===== src/hdl/rdmt_map.svh =====
// Constants of the radar DMA transfer block: lane count, per-element costs.
// Assumes inclusion by bare name from every design file that needs them.
`ifndef RDMT_MAP_SVH
`define RDMT_MAP_SVH

// Width of one bus beat in bytes (128-bit memory data path)
`define RDMT_LANES 16
// Width of the engine cost field
`define RDMT_COST_W 4
// Cycles spent per beat or element in each mode
`define RDMT_COST_CONT 4'h1
`define RDMT_COST_TWRITE 4'h4
`define RDMT_COST_TREAD 4'h1
// Low address bits that select the byte within one beat
`define RDMT_LANE_SHIFT 4

`endif


===== src/hdl/rdmt_pkg.sv =====
// Types shared by the radar DMA transfer block.
// Assumes no other package; nothing here is imported elsewhere.
package rdmt_pkg;

  // Transfer mode as programmed with the descriptor
  typedef enum logic [1:0] {
    RDMT_MODE_CONTIG = 2'h0,
    RDMT_MODE_TWRITE = 2'h1,
    RDMT_MODE_TREAD = 2'h2
  } rdmt_mode_t;

  // Per-engine element walker
  typedef enum logic [1:0] {
    RDMT_ENG_IDLE = 2'h0,
    RDMT_ENG_RUN = 2'h1,
    RDMT_ENG_DRAIN = 2'h3
  } rdmt_eng_state_t;

  // Descriptor controller
  typedef enum logic [1:0] {
    RDMT_CTL_IDLE = 2'h0,
    RDMT_CTL_LAUNCH = 2'h1,
    RDMT_CTL_WAIT = 2'h3
  } rdmt_ctl_state_t;

endpackage : rdmt_pkg


===== src/hdl/rdmt_xfer_engine.sv =====
// One transfer engine: walks a list of elements, reads each and writes it.
// Assumes read data is valid in the cycle the read port grants the request.
`timescale 1ns/1ps
`include "rdmt_map.svh"

module rdmt_xfer_engine #(
  parameter int ADDR_W = 32,
  parameter int CNT_W = 16,
  parameter int DATA_W = 128,
  parameter int LANES = DATA_W / 8,
  parameter int BW = $clog2(LANES) + 1
) (
  // Clock and reset
  input wire logic clk_sys,
  input wire logic rst,
  // Job setup: count and start addresses sampled with start; sizes, steps and cost are used live
  input wire logic start,
  input wire logic [CNT_W-1:0] num_elem,
  input wire logic [BW-1:0] elem_bytes,
  input wire logic [BW-1:0] last_bytes,
  input wire logic [ADDR_W-1:0] src_start,
  input wire logic [ADDR_W-1:0] dst_start,
  input wire logic [ADDR_W-1:0] src_step,
  input wire logic [ADDR_W-1:0] dst_step,
  input wire logic [`RDMT_COST_W-1:0] cost,
  // Status
  output logic busy,
  output logic done,
  // Read port
  output logic rd_req,
  output logic [ADDR_W-1:0] rd_addr,
  output logic [LANES-1:0] rd_be,
  input wire logic rd_ready,
  input wire logic [DATA_W-1:0] rd_data,
  // Write port
  output logic wr_req,
  output logic [ADDR_W-1:0] wr_addr,
  output logic [LANES-1:0] wr_be,
  output logic [DATA_W-1:0] wr_data,
  input wire logic wr_ready
);

  // Low-lane byte mask for a byte count
  function automatic logic [LANES-1:0] be_mask(input logic [BW-1:0] bytes);
    logic [LANES-1:0] m;
    m = '0;
    for (int i = 0; i < LANES; i++) begin
      m[i] = (BW'(i) < bytes);
    end
    return m;
  endfunction : be_mask

  rdmt_pkg::rdmt_eng_state_t state, next_state;
  logic [ADDR_W-1:0] src_ptr, next_src_ptr, dst_ptr, next_dst_ptr;
  logic [CNT_W-1:0] issue_left, next_issue_left, wr_left, next_wr_left;
  logic [`RDMT_COST_W-1:0] pace, next_pace;
  logic [LANES-1:0] cur_be, next_cur_be, full_be, last_be;
  logic hold_valid, next_hold_valid;
  logic [ADDR_W-1:0] hold_addr, next_hold_addr;
  logic [LANES-1:0] hold_be, next_hold_be;
  logic [DATA_W-1:0] hold_data, next_hold_data;
  logic next_done;
  logic rd_fire, wr_fire;

  assign full_be = be_mask(elem_bytes);
  assign last_be = be_mask(last_bytes);

  // One holding slot; a read may refill it in the cycle it drains, so beats flow each cycle
  assign rd_req = (state == rdmt_pkg::RDMT_ENG_RUN) && (issue_left != '0) && (pace == '0)
                  && (!hold_valid || wr_ready);
  assign rd_fire = rd_req && rd_ready;
  assign wr_fire = hold_valid && wr_ready;

  // Next state of the walker, pointers, pacing and holding slot
  always_comb begin
    next_state = state;
    next_src_ptr = src_ptr;
    next_dst_ptr = dst_ptr;
    next_issue_left = issue_left;
    next_wr_left = wr_left;
    next_pace = pace;
    next_cur_be = cur_be;
    next_hold_valid = hold_valid;
    next_hold_addr = hold_addr;
    next_hold_be = hold_be;
    next_hold_data = hold_data;
    next_done = 1'b0;
    unique case (state)
      rdmt_pkg::RDMT_ENG_IDLE: begin
        if (start && num_elem != '0) begin
          next_state = rdmt_pkg::RDMT_ENG_RUN;
          next_src_ptr = src_start;
          next_dst_ptr = dst_start;
          next_issue_left = num_elem;
          next_wr_left = num_elem;
          next_pace = '0;
          next_cur_be = (num_elem == CNT_W'(1)) ? last_be : full_be;
        end
      end
      rdmt_pkg::RDMT_ENG_RUN, rdmt_pkg::RDMT_ENG_DRAIN: begin
        if (pace != '0) begin
          next_pace = pace - `RDMT_COST_W'(1);
        end
        if (wr_fire) begin
          next_hold_valid = 1'b0;
          next_wr_left = wr_left - CNT_W'(1);
          if (wr_left == CNT_W'(1)) begin
            next_state = rdmt_pkg::RDMT_ENG_IDLE;
            next_done = 1'b1;
          end
        end
        if (rd_fire) begin
          // Bytes keep their order inside the beat: no lane rearrangement
          next_hold_valid = 1'b1;
          next_hold_data = rd_data;
          next_hold_addr = dst_ptr;
          next_hold_be = cur_be;
          next_src_ptr = src_ptr + src_step;
          next_dst_ptr = dst_ptr + dst_step;
          next_pace = cost - `RDMT_COST_W'(1);
          next_issue_left = issue_left - CNT_W'(1);
          next_cur_be = (issue_left == CNT_W'(2)) ? last_be : full_be;
          if (issue_left == CNT_W'(1)) begin
            next_state = rdmt_pkg::RDMT_ENG_DRAIN;
          end
        end
      end
      default: begin
        next_state = rdmt_pkg::RDMT_ENG_IDLE;
      end
    endcase
  end

  // Walker registers
  always_ff @(posedge clk_sys) begin
    if (rst) begin
      state <= rdmt_pkg::RDMT_ENG_IDLE;
      src_ptr <= '0;
      dst_ptr <= '0;
      issue_left <= '0;
      wr_left <= '0;
      pace <= '0;
      cur_be <= '0;
      hold_valid <= 1'b0;
      hold_addr <= '0;
      hold_be <= '0;
      hold_data <= '0;
      done <= 1'b0;
    end else begin
      state <= next_state;
      src_ptr <= next_src_ptr;
      dst_ptr <= next_dst_ptr;
      issue_left <= next_issue_left;
      wr_left <= next_wr_left;
      pace <= next_pace;
      cur_be <= next_cur_be;
      hold_valid <= next_hold_valid;
      hold_addr <= next_hold_addr;
      hold_be <= next_hold_be;
      hold_data <= next_hold_data;
      done <= next_done;
    end
  end

  // Ports straight from the registers
  assign busy = (state != rdmt_pkg::RDMT_ENG_IDLE);
  assign rd_addr = src_ptr;
  assign rd_be = cur_be;
  assign wr_req = hold_valid;
  assign wr_addr = hold_addr;
  assign wr_be = hold_be;
  assign wr_data = hold_data;

endmodule : rdmt_xfer_engine


===== src/hdl/rdmt_dma.sv =====
// Radar DMA transfer block: takes one descriptor, shapes it into per-engine
// element lists and runs them on two transfer engines.
// Assumes each engine has its own read and write memory ports; a shared bus
// and its arbiter sit outside and throttle the engines through the ready lines.
//
// Notes on behaviour
// - Contiguous mode is a one-dimensional copy of elem_byte_count bytes.
// - A contiguous copy lands the source bytes at the destination in their own order.
// - Contiguous mode moves one 128-bit beat per cycle in steady state.
// - Transpose-write takes element size and element count, reads packed, writes strided.
// - Transpose-write spends four cycles per element of up to 16 bytes.
// - Transpose-read takes element size and element count, reads strided, writes packed.
// - Transpose-read spends one cycle per element of up to 16 bytes.
// - A strided job may be split over the two engines, roughly halving its time.
// - Contention on a shared bus may stretch any job beyond these costs.
// - The strided cost does not depend on element size up to the 128-bit bus width.
`timescale 1ns/1ps
`include "rdmt_map.svh"

module rdmt_dma #(
  parameter int ADDR_W = 32,
  parameter int CNT_W = 16,
  parameter int DATA_W = 128
) (
  // Clock and reset
  input wire logic clk_sys,
  input wire logic rst,
  // Descriptor, sampled on start while idle
  input wire logic start,
  input wire logic [1:0] mode,
  input wire logic split_en,
  input wire logic [ADDR_W-1:0] src_addr,
  input wire logic [ADDR_W-1:0] dst_addr,
  input wire logic [CNT_W-1:0] elem_byte_count,
  input wire logic [CNT_W-1:0] elem_number_count,
  input wire logic [ADDR_W-1:0] src_index,
  input wire logic [ADDR_W-1:0] dst_index,
  // Status
  output logic busy,
  output logic done,
  output logic config_err,
  // Read ports, one per engine
  output logic [1:0] rd_req,
  output logic [1:0][ADDR_W-1:0] rd_addr,
  output logic [1:0][DATA_W/8-1:0] rd_be,
  input wire logic [1:0] rd_ready,
  input wire logic [1:0][DATA_W-1:0] rd_data,
  // Write ports, one per engine
  output logic [1:0] wr_req,
  output logic [1:0][ADDR_W-1:0] wr_addr,
  output logic [1:0][DATA_W/8-1:0] wr_be,
  output logic [1:0][DATA_W-1:0] wr_data,
  input wire logic [1:0] wr_ready
);

  localparam int LANES = DATA_W / 8;
  localparam int BW = $clog2(LANES) + 1;

  // Whether the descriptor can be run at all
  function automatic logic desc_ok(input logic [1:0] m, input logic [CNT_W-1:0] nbytes,
                                   input logic [CNT_W-1:0] nelem);
    logic ok;
    ok = 1'b0;
    if (m == rdmt_pkg::RDMT_MODE_CONTIG) begin
      ok = (nbytes != '0);
    end else if (m == rdmt_pkg::RDMT_MODE_TWRITE || m == rdmt_pkg::RDMT_MODE_TREAD) begin
      // Elements wider than one beat are refused rather than silently cut
      ok = (nbytes != '0) && (nbytes <= CNT_W'(LANES)) && (nelem != '0);
    end
    return ok;
  endfunction : desc_ok

  rdmt_pkg::rdmt_ctl_state_t state, next_state;
  logic [CNT_W-1:0] n_total, n0, n1;
  logic [BW-1:0] e_bytes, l_bytes;
  logic [ADDR_W-1:0] s_step, d_step;
  logic [`RDMT_COST_W-1:0] e_cost;
  logic do_split;
  logic [CNT_W:0] beat_sum;

  // Job setup held for the engines
  logic [1:0][CNT_W-1:0] job_n, next_job_n;
  logic [1:0][ADDR_W-1:0] job_src, next_job_src, job_dst, next_job_dst;
  logic [BW-1:0] job_bytes, next_job_bytes, job_last, next_job_last;
  logic [ADDR_W-1:0] job_sstep, next_job_sstep, job_dstep, next_job_dstep;
  logic [`RDMT_COST_W-1:0] job_cost, next_job_cost;
  logic [1:0] pending, next_pending;
  logic next_done, next_config_err;
  logic [1:0] eng_busy, eng_done;
  logic eng_start;

  assign beat_sum = {1'b0, elem_byte_count} + (CNT_W + 1)'(LANES - 1);

  // Shape the descriptor into element count, sizes, steps and cost
  always_comb begin
    n_total = elem_number_count;
    e_bytes = elem_byte_count[BW-1:0];
    l_bytes = elem_byte_count[BW-1:0];
    s_step = ADDR_W'(elem_byte_count);
    d_step = ADDR_W'(elem_byte_count);
    e_cost = `RDMT_COST_CONT;
    do_split = 1'b0;
    unique case (mode)
      rdmt_pkg::RDMT_MODE_CONTIG: begin
        // Whole beats, then a short tail beat for the remainder
        n_total = CNT_W'(beat_sum >> `RDMT_LANE_SHIFT);
        e_bytes = BW'(LANES);
        l_bytes = (elem_byte_count[`RDMT_LANE_SHIFT-1:0] == '0) ? BW'(LANES)
                  : BW'(elem_byte_count[`RDMT_LANE_SHIFT-1:0]);
        s_step = ADDR_W'(LANES);
        d_step = ADDR_W'(LANES);
        e_cost = `RDMT_COST_CONT;
      end
      rdmt_pkg::RDMT_MODE_TWRITE: begin
        d_step = dst_index;
        e_cost = `RDMT_COST_TWRITE;
        do_split = split_en;
      end
      rdmt_pkg::RDMT_MODE_TREAD: begin
        s_step = src_index;
        e_cost = `RDMT_COST_TREAD;
        do_split = split_en;
      end
      default: begin
        e_cost = `RDMT_COST_CONT;
      end
    endcase
    // Second engine takes the back half; a single element stays on the first
    n1 = do_split ? (n_total >> 1) : '0;
    n0 = n_total - n1;
  end

  // Controller: latch, launch, wait for both engines
  always_comb begin
    next_state = state;
    next_job_n = job_n;
    next_job_src = job_src;
    next_job_dst = job_dst;
    next_job_bytes = job_bytes;
    next_job_last = job_last;
    next_job_sstep = job_sstep;
    next_job_dstep = job_dstep;
    next_job_cost = job_cost;
    next_pending = pending & ~eng_done;
    next_done = 1'b0;
    next_config_err = 1'b0;
    unique case (state)
      rdmt_pkg::RDMT_CTL_IDLE: begin
        if (start) begin
          if (desc_ok(mode, elem_byte_count, elem_number_count)) begin
            next_state = rdmt_pkg::RDMT_CTL_LAUNCH;
            next_job_n[0] = n0;
            next_job_n[1] = n1;
            next_job_src[0] = src_addr;
            next_job_dst[0] = dst_addr;
            next_job_src[1] = src_addr + ADDR_W'(n0) * s_step;
            next_job_dst[1] = dst_addr + ADDR_W'(n0) * d_step;
            next_job_bytes = e_bytes;
            next_job_last = l_bytes;
            next_job_sstep = s_step;
            next_job_dstep = d_step;
            next_job_cost = e_cost;
          end else begin
            next_config_err = 1'b1;
          end
        end
      end
      rdmt_pkg::RDMT_CTL_LAUNCH: begin
        next_state = rdmt_pkg::RDMT_CTL_WAIT;
        next_pending[0] = (job_n[0] != '0);
        next_pending[1] = (job_n[1] != '0);
      end
      rdmt_pkg::RDMT_CTL_WAIT: begin
        // Both halves must have written their last element
        if (next_pending == 2'h0 && eng_busy == 2'h0) begin
          next_state = rdmt_pkg::RDMT_CTL_IDLE;
          next_done = 1'b1;
        end
      end
      default: begin
        next_state = rdmt_pkg::RDMT_CTL_IDLE;
      end
    endcase
  end

  // Controller registers
  always_ff @(posedge clk_sys) begin
    if (rst) begin
      state <= rdmt_pkg::RDMT_CTL_IDLE;
      job_n <= '0;
      job_src <= '0;
      job_dst <= '0;
      job_bytes <= '0;
      job_last <= '0;
      job_sstep <= '0;
      job_dstep <= '0;
      job_cost <= `RDMT_COST_CONT;
      pending <= 2'h0;
      done <= 1'b0;
      config_err <= 1'b0;
    end else begin
      state <= next_state;
      job_n <= next_job_n;
      job_src <= next_job_src;
      job_dst <= next_job_dst;
      job_bytes <= next_job_bytes;
      job_last <= next_job_last;
      job_sstep <= next_job_sstep;
      job_dstep <= next_job_dstep;
      job_cost <= next_job_cost;
      pending <= next_pending;
      done <= next_done;
      config_err <= next_config_err;
    end
  end

  assign busy = (state != rdmt_pkg::RDMT_CTL_IDLE);
  assign eng_start = (state == rdmt_pkg::RDMT_CTL_LAUNCH);

  // Two engines; their latency is internal, so running both in parallel pays off
  for (genvar g = 0; g < 2; g++) begin : g_eng
    rdmt_xfer_engine #(
      .ADDR_W(ADDR_W),
      .CNT_W(CNT_W),
      .DATA_W(DATA_W)
    ) u_eng (
      .clk_sys(clk_sys),
      .rst(rst),
      .start(eng_start),
      .num_elem(job_n[g]),
      .elem_bytes(job_bytes),
      .last_bytes(job_last),
      .src_start(job_src[g]),
      .dst_start(job_dst[g]),
      .src_step(job_sstep),
      .dst_step(job_dstep),
      .cost(job_cost),
      .busy(eng_busy[g]),
      .done(eng_done[g]),
      .rd_req(rd_req[g]),
      .rd_addr(rd_addr[g]),
      .rd_be(rd_be[g]),
      .rd_ready(rd_ready[g]),
      .rd_data(rd_data[g]),
      .wr_req(wr_req[g]),
      .wr_addr(wr_addr[g]),
      .wr_be(wr_be[g]),
      .wr_data(wr_data[g]),
      .wr_ready(wr_ready[g])
    );
  end

endmodule : rdmt_dma


===== config.mk =====
export PLATFORM = sky130hd
export DESIGN_NAME = rdmt_dma
export DESIGN_NICKNAME = d
export VERILOG_FILES = /design/src/hdl/rdmt_pkg.sv /design/src/hdl/rdmt_xfer_engine.sv /design/src/hdl/rdmt_dma.sv
export VERILOG_INCLUDE_DIRS = /design/src /design/src/hdl
export SDC_FILE = /design/constraint.sdc
export NUM_CORES = 2
export LEC_CHECK = 0
export BUFFER_PORTS_ARGS = -buffer_cell sky130_fd_sc_hd__buf_4
export CAP_MARGIN = 20
export CORE_AREA = 2 2 350 352
export DETAILED_ROUTE_END_ITERATION = 10
export DIE_AREA = 0 0 352 354
export PLACE_DENSITY = 0.86
export SLEW_MARGIN = 15
export SYNTH_ARGS = -nofsm -noshare
export SYNTH_HDL_FRONTEND = slang
export SYNTH_SLANG_ARGS = --single-unit

===== constraint.sdc =====
create_clock -name clk_sys -period 9.35 [get_ports clk_sys]
set_clock_uncertainty 0.05 [all_clocks]
set_input_delay 0.4675 -clock clk_sys [delete_from_list [all_inputs] [get_ports clk_sys]]
set_output_delay 0.4675 -clock clk_sys [all_outputs]
set_load 0.02 [all_outputs]

== After elaboration in Yosys (flattened, before gate mapping) ==
Index checks and enable logic that the tools add are counted.
Word-level totals
  register bits: 836
  bits of input ports: 426
  output and inout bits: 455
  word-level logic and storage cells: 266
Operators by class
  add/subtract/negate cells: 15
  bitwise operators: 9
  reduce and logical (&&, ||, !) cells: 63
  order comparisons: 33
  multiplexer cells: 78
  multiply operators: 2
  equality and inequality tests: 27
Operator list (number)
  32-bit case mux with 2 select lines: 6
  32-bit two-way mux: 8
  16-bit two-way mux: 15
  32-bit adder: 6
  16-bit case mux with 2 select lines: 6
  16-bit by 1-bit equality test with 1-bit output (second input constant): 6
  16-bit nonzero test: 6
  4-bit by 5-bit < comparator with 1-bit output (first input constant): 16
  16-bit by 32-bit multiplier with 32-bit output: 2
  16-bit by 1-bit subtractor with 16-bit output (second input constant): 4
  3-bit by 5-bit < comparator with 1-bit output (first input constant): 8
  16-bit by 2-bit equality test with 1-bit output (second input constant): 2
  2-bit two-way mux: 14
  4-bit two-way mux: 6
  3-bit AND reduction: 8
  1-bit by 5-bit < comparator with 1-bit output (first input constant): 4
  2-bit by 5-bit < comparator with 1-bit output (first input constant): 4
  16-bit by 4-bit adder with 17-bit output (second input constant): 1
  16-bit by 5-bit less-or-equal comparator with 1-bit output (second input constant): 1
  4-bit case mux with 2 select lines: 2
  16-bit by 15-bit subtractor with 16-bit output: 1
  1-bit logical AND: 15
  15-bit two-way mux: 1
  5-bit two-way mux: 3
  22 further kinds: 82

== Longest topological paths before layout ==
  depth after elaboration: 10
  mapped depth: 45
  gate-level depth less buffers: 42

== Cells and area by module ==
A second synthesis with hierarchy kept.
Second synthesis, totals
  cells, all modules: 8451
  area total of the unflattened synthesis: 66433.7 sq um
Modules (own cells, without submodules)
  rdmt_dma: area an instance 35654.2 sq um, cells each 4443, instances 1, seq. area each 4824.6 sq um
  rdmt_xfer_engine (g_eng[0].u_eng): area an instance 15416.0 sq um, cells each 2016, instances 1, seq. area each 5925.7 sq um
  rdmt_xfer_engine (g_eng[1].u_eng): area an instance 15363.5 sq um, cells each 1992, instances 1, seq. area each 5925.7 sq um

== Worst setup path before layout ==
No wires, ideal clock.
  path type: input to register
  start: input port elem_byte_count[2]
  end: register job_src[63] in the netlist's numbering
  cell stages on the path: 40
  path buffers: 2
  data required time: 9230 ps
  setup time: 70 ps
  path slack: -955 ps
  arrival: 10185 ps
  cell sequence: or4_1 -> and2_1 -> clkbuf_1 -> nand4_1 -> nor2_1 -> and4_1 -> and2_1 -> xnor2_1 -> a21oi_1 -> nand2_1 -> ha_1 -> clkbuf_1 -> and2_1 -> o2111a_2 -> o31ai_1 -> a21oi_1 -> a21o_1 -> a21o_1 -> [... 4 more ...] -> inv_1 -> fa_1 -> fa_1 -> fa_1 -> inv_1 -> fa_1 -> inv_1 -> ha_1 -> a21o_1 -> a21o_1 -> a21oi_1 -> a21oi_1 -> a211oi_1 -> o31ai_1 -> a2111oi_0 -> o41ai_1 -> xnor3_1 -> a21oi_1
Between the ends
  cells in the longest elaborated chain, start to end: 8
  elaborated cells on any way between the ends: 16
  those cells by class: add/sub (3); mul (1); order compare (1); mux (7); reduce/logical (4)
RTL lines
  start: declaration: RTL line rdmt_dma.sv:34  | input wire logic [CNT_W-1:0] elem_byte_count,
  parallel branches: the longest is 8 deep, another holds 16-bit by 32-bit multiplier with 32-bit output
  end signal: assignment: RTL line rdmt_dma.sv:204  | job_src <= next_job_src;
  end: declaration: RTL line rdmt_dma.sv:83  | logic [1:0][ADDR_W-1:0] job_src, next_job_src, job_dst, next_job_dst;
Parallel ways; which one is timed is not known. The select of a mux whose other input is x is not followed.
A chain may end at the register's enable or synchronous reset.

== Final worst setup path ==
Same ends and word-level chain as after synthesis.

==> results.toml <==
[placed_design]
port_buffers = 880
routabilityCongestion = 1.29
dpl-instance-area_mm2 = 0.0751
dp_hpwl_mm = 242
place_inst = 10642
dp_slack_ns = -0.633

[clock_network]
cts_num_sinks = 833
root_buffer = "clkbuf_16"
cts_tree = "done"
htreeDepth = 3
clk_latency_ns = 0.70
clkSlewWorstSetupHoldPaths_ns = 0.07
cts_made_buffers = 91
clockBufferDepth = 3

[yosys]
async_flop_share_pct = 0
syn-num-nets = 9615
ys_seq_area_share_pct = 25.8
synth_top_area_share_pct = 25.8
synth_cell_types = 79
syn_area_per_cell_um2 = 7.87
ys.flop_type = "dfxtp_1"
synth_edf_count = 0
netlist_area_mm2 = 0.0647
netlist_instances = 8225
yosysTopAreaCell = "dfxtp_1"
synth-seq-cells = 833
yosys_warnings = 0
synth.area.top_cells = "dfxtp_1 (26%), fa_1 (21%), nand2_1 (10%), a21oi_1 (7.0%), inv_1 (5.9%)"

[drt]
vias = 66585
vias_per_cell = 6.05
drcViolationCount = 0
wirelength_mm = 307
avgRoutedWirePerCell_um = 27.9
ant_nets = 0
drt_iter0_markers = 8475
first_pass_iters = 9

[floorplan]
die_area_mm2 = 0.125
die_height_um = 354
rows = 128
initial_utilization_pct = 53.5
fp.coreArea_mm2 = 0.121
die_x_um = 352
io_pins = 881

[finish]
fin_nets = 10667
final_cell_mix = "nand2_1 (1770), buf_4 (1256), inv_1 (1016)"
final_cell_count_no_fill = 11002
syn2layout_area_growth_pct = 23.7
mostFrequentLayoutCell = "nand2_1"
drive_gt1_share_pct = 16.7
fin_area_mm2 = 0.0801

[setup_path]
crit_fanout = 4
cp.arrival_ns = 9.71
cpPeakStageDelay_ns = 0.55
timing.rr.start = "g_eng[1].u_eng.state[0]"
start_kind = "input port"
worstReg2RegEnd = "g_eng[1].u_eng.rd_addr[31]"
cp-end-kind = "register"
crit_slowest_cell = "or4_4"
r2r_cells = 10
cpMostUsedCell = "fa_1"
r2r_slack_ns = 4.08
crit_start = "elem_byte_count[2]"
required_ns = 9.92
criticalPathCategory = "input port to register"

[global_route]
grt_max_degree = 167
grt_pass1_wl_mm = 436
grt.total_usage_pct = 47.9
overflow = 0
antenna_found_initial = 54
grt_pass1_vias = 63690

[sta]
finalCritPeriodShare_pct = 97.8
hold_violations = 0
timing.final.ws_setup_ns = 0.208
fmax_ghz = 0.109
timing.slew.headroom_pct = 23.3
finalSetupViolCount = 0
slew_viol_final = 0
finalCriticalPeriod_ns = 9.14
holdWs_ns = 0.0243
worstMarginPinSlew_ns = 1.15

[hold_path]
hold_class = "input port to register"
holdPathEnd = "g_eng[1].u_eng.wr_data[125]"
hold_depth = 3
holdCritStartpoint = "rd_data[253]"

[status]
status = "complete, no violations"

[run]
drv_cap = 0
flip-flops by register name (all words and copies together), names as in the netlist, 4 cells and up:
name                    cells
g_eng.u_eng.pace            8
g_eng.u_eng.wr_data       256
g_eng.u_eng.state           4
job_bytes                   5
g_eng.u_eng.wr_left        32
g_eng.u_eng.rd_be          32
job_dstep                  32
job_src                    64
g_eng.u_eng.issue_left     32
g_eng.u_eng.wr_addr        64
job_last                    5
job_sstep                  32
g_eng.u_eng.wr_be          32
job_n                      31
g_eng.u_eng.rd_addr        64
g_eng.u_eng.dst_ptr        64
job_dst                    64
Yosys cell counts, types with 65 or more instances:
library cell and count:
nand2_1 1777, a21o_1 88, a211oi_1 179, fa_1 673, nor2_1 593, mux2i_1 73, dfxtp_1 833, nand2b_1 129
xor2_1 65, o21ai_0 184, inv_1 1018, nor3_1 85, xnor2_1 140, nand3_1 90, clkbuf_1 435, a21oi_1 902
ha_1 291
what timing repair did:
action | CTS | global route
buffers inserted | 0 | 7
hold buffers | 158 | 0
hold endpoints to repair | 158 | 0
resized for setup | 0 | 46
setup endpoints to repair | 0 | 15
cell families (layout without fill, tap and decap cells):
group / count (synthesis) / after routing / synth area share (%)
and+or+nand+nor: 2949 / 2949 / 19.1
AOI/OAI and AO/OA: 1688 / 1688 / 15.5
buffers and inverters: 1496 / 2615 / 8.73
adders and majority gates: 964 / 964 / 26.4
DFF: 833 / 833 / 25.8
xor gates and xnor gates: 219 / 219 / 3.27
muxes: 76 / 76 / 1.18
other: 0 / 33 / 0
through the flow:
step / setup TNS [ns] / util (%)
after floorplan: -0.0186 / -
after global placement: -3.59 / 62.1
after detailed placement: -6.54 / 62.1
after CTS: 0 / 65.9
after global routing: -0.415 / 66.2
final: 0 / 66.2
routing by layer:
metal	vias up	part of all wire [%]	global-route usage, %
li1	28605	-	-
met1	31992	36	58.2
met2	4906	40	66.5
met3	1024	16	24.2
met4	58	7.6	30.5
met5	-	0.21	2.04
how the worst max path moves through the flow:
stage	to	slack [ns]	depth (start not counted)
floorplan	job_src[63]	-0.02	41
global placement	job_dst[62]	-0.47	37
detailed placement	job_dst[63]	-0.63	42
CTS	job_dst[63]	0.05	40
global route	job_src[63]	-0.16	43
finish	job_src[63]	0.21	43
area by class of cell:
cell class,count,area (um^2)
flip-flops and latches,833,16700
well taps,1625,2030
repair buffers,1437,11400
fillers,9841,40900
diodes,33,82.6
multi-input cells,5896,43000
clock inverters,36,445
inverters,1018,3820
clock buffers,124,2560
critical path, delay by kind of cell:
family | cells | cell delay, ns
adders and majority gates | 8 | 3.45
and+or+nand+nor | 12 | 1.95
xor gates and xnor gates | 3 | 0.86
buffers and inverters | 8 | 0.86
AOI/OAI and AO/OA | 12 | 2.11
Power is left out: the tool's default activity adds up to more than one toggle a clock period on the data nets, which glitch-free logic cannot reach.
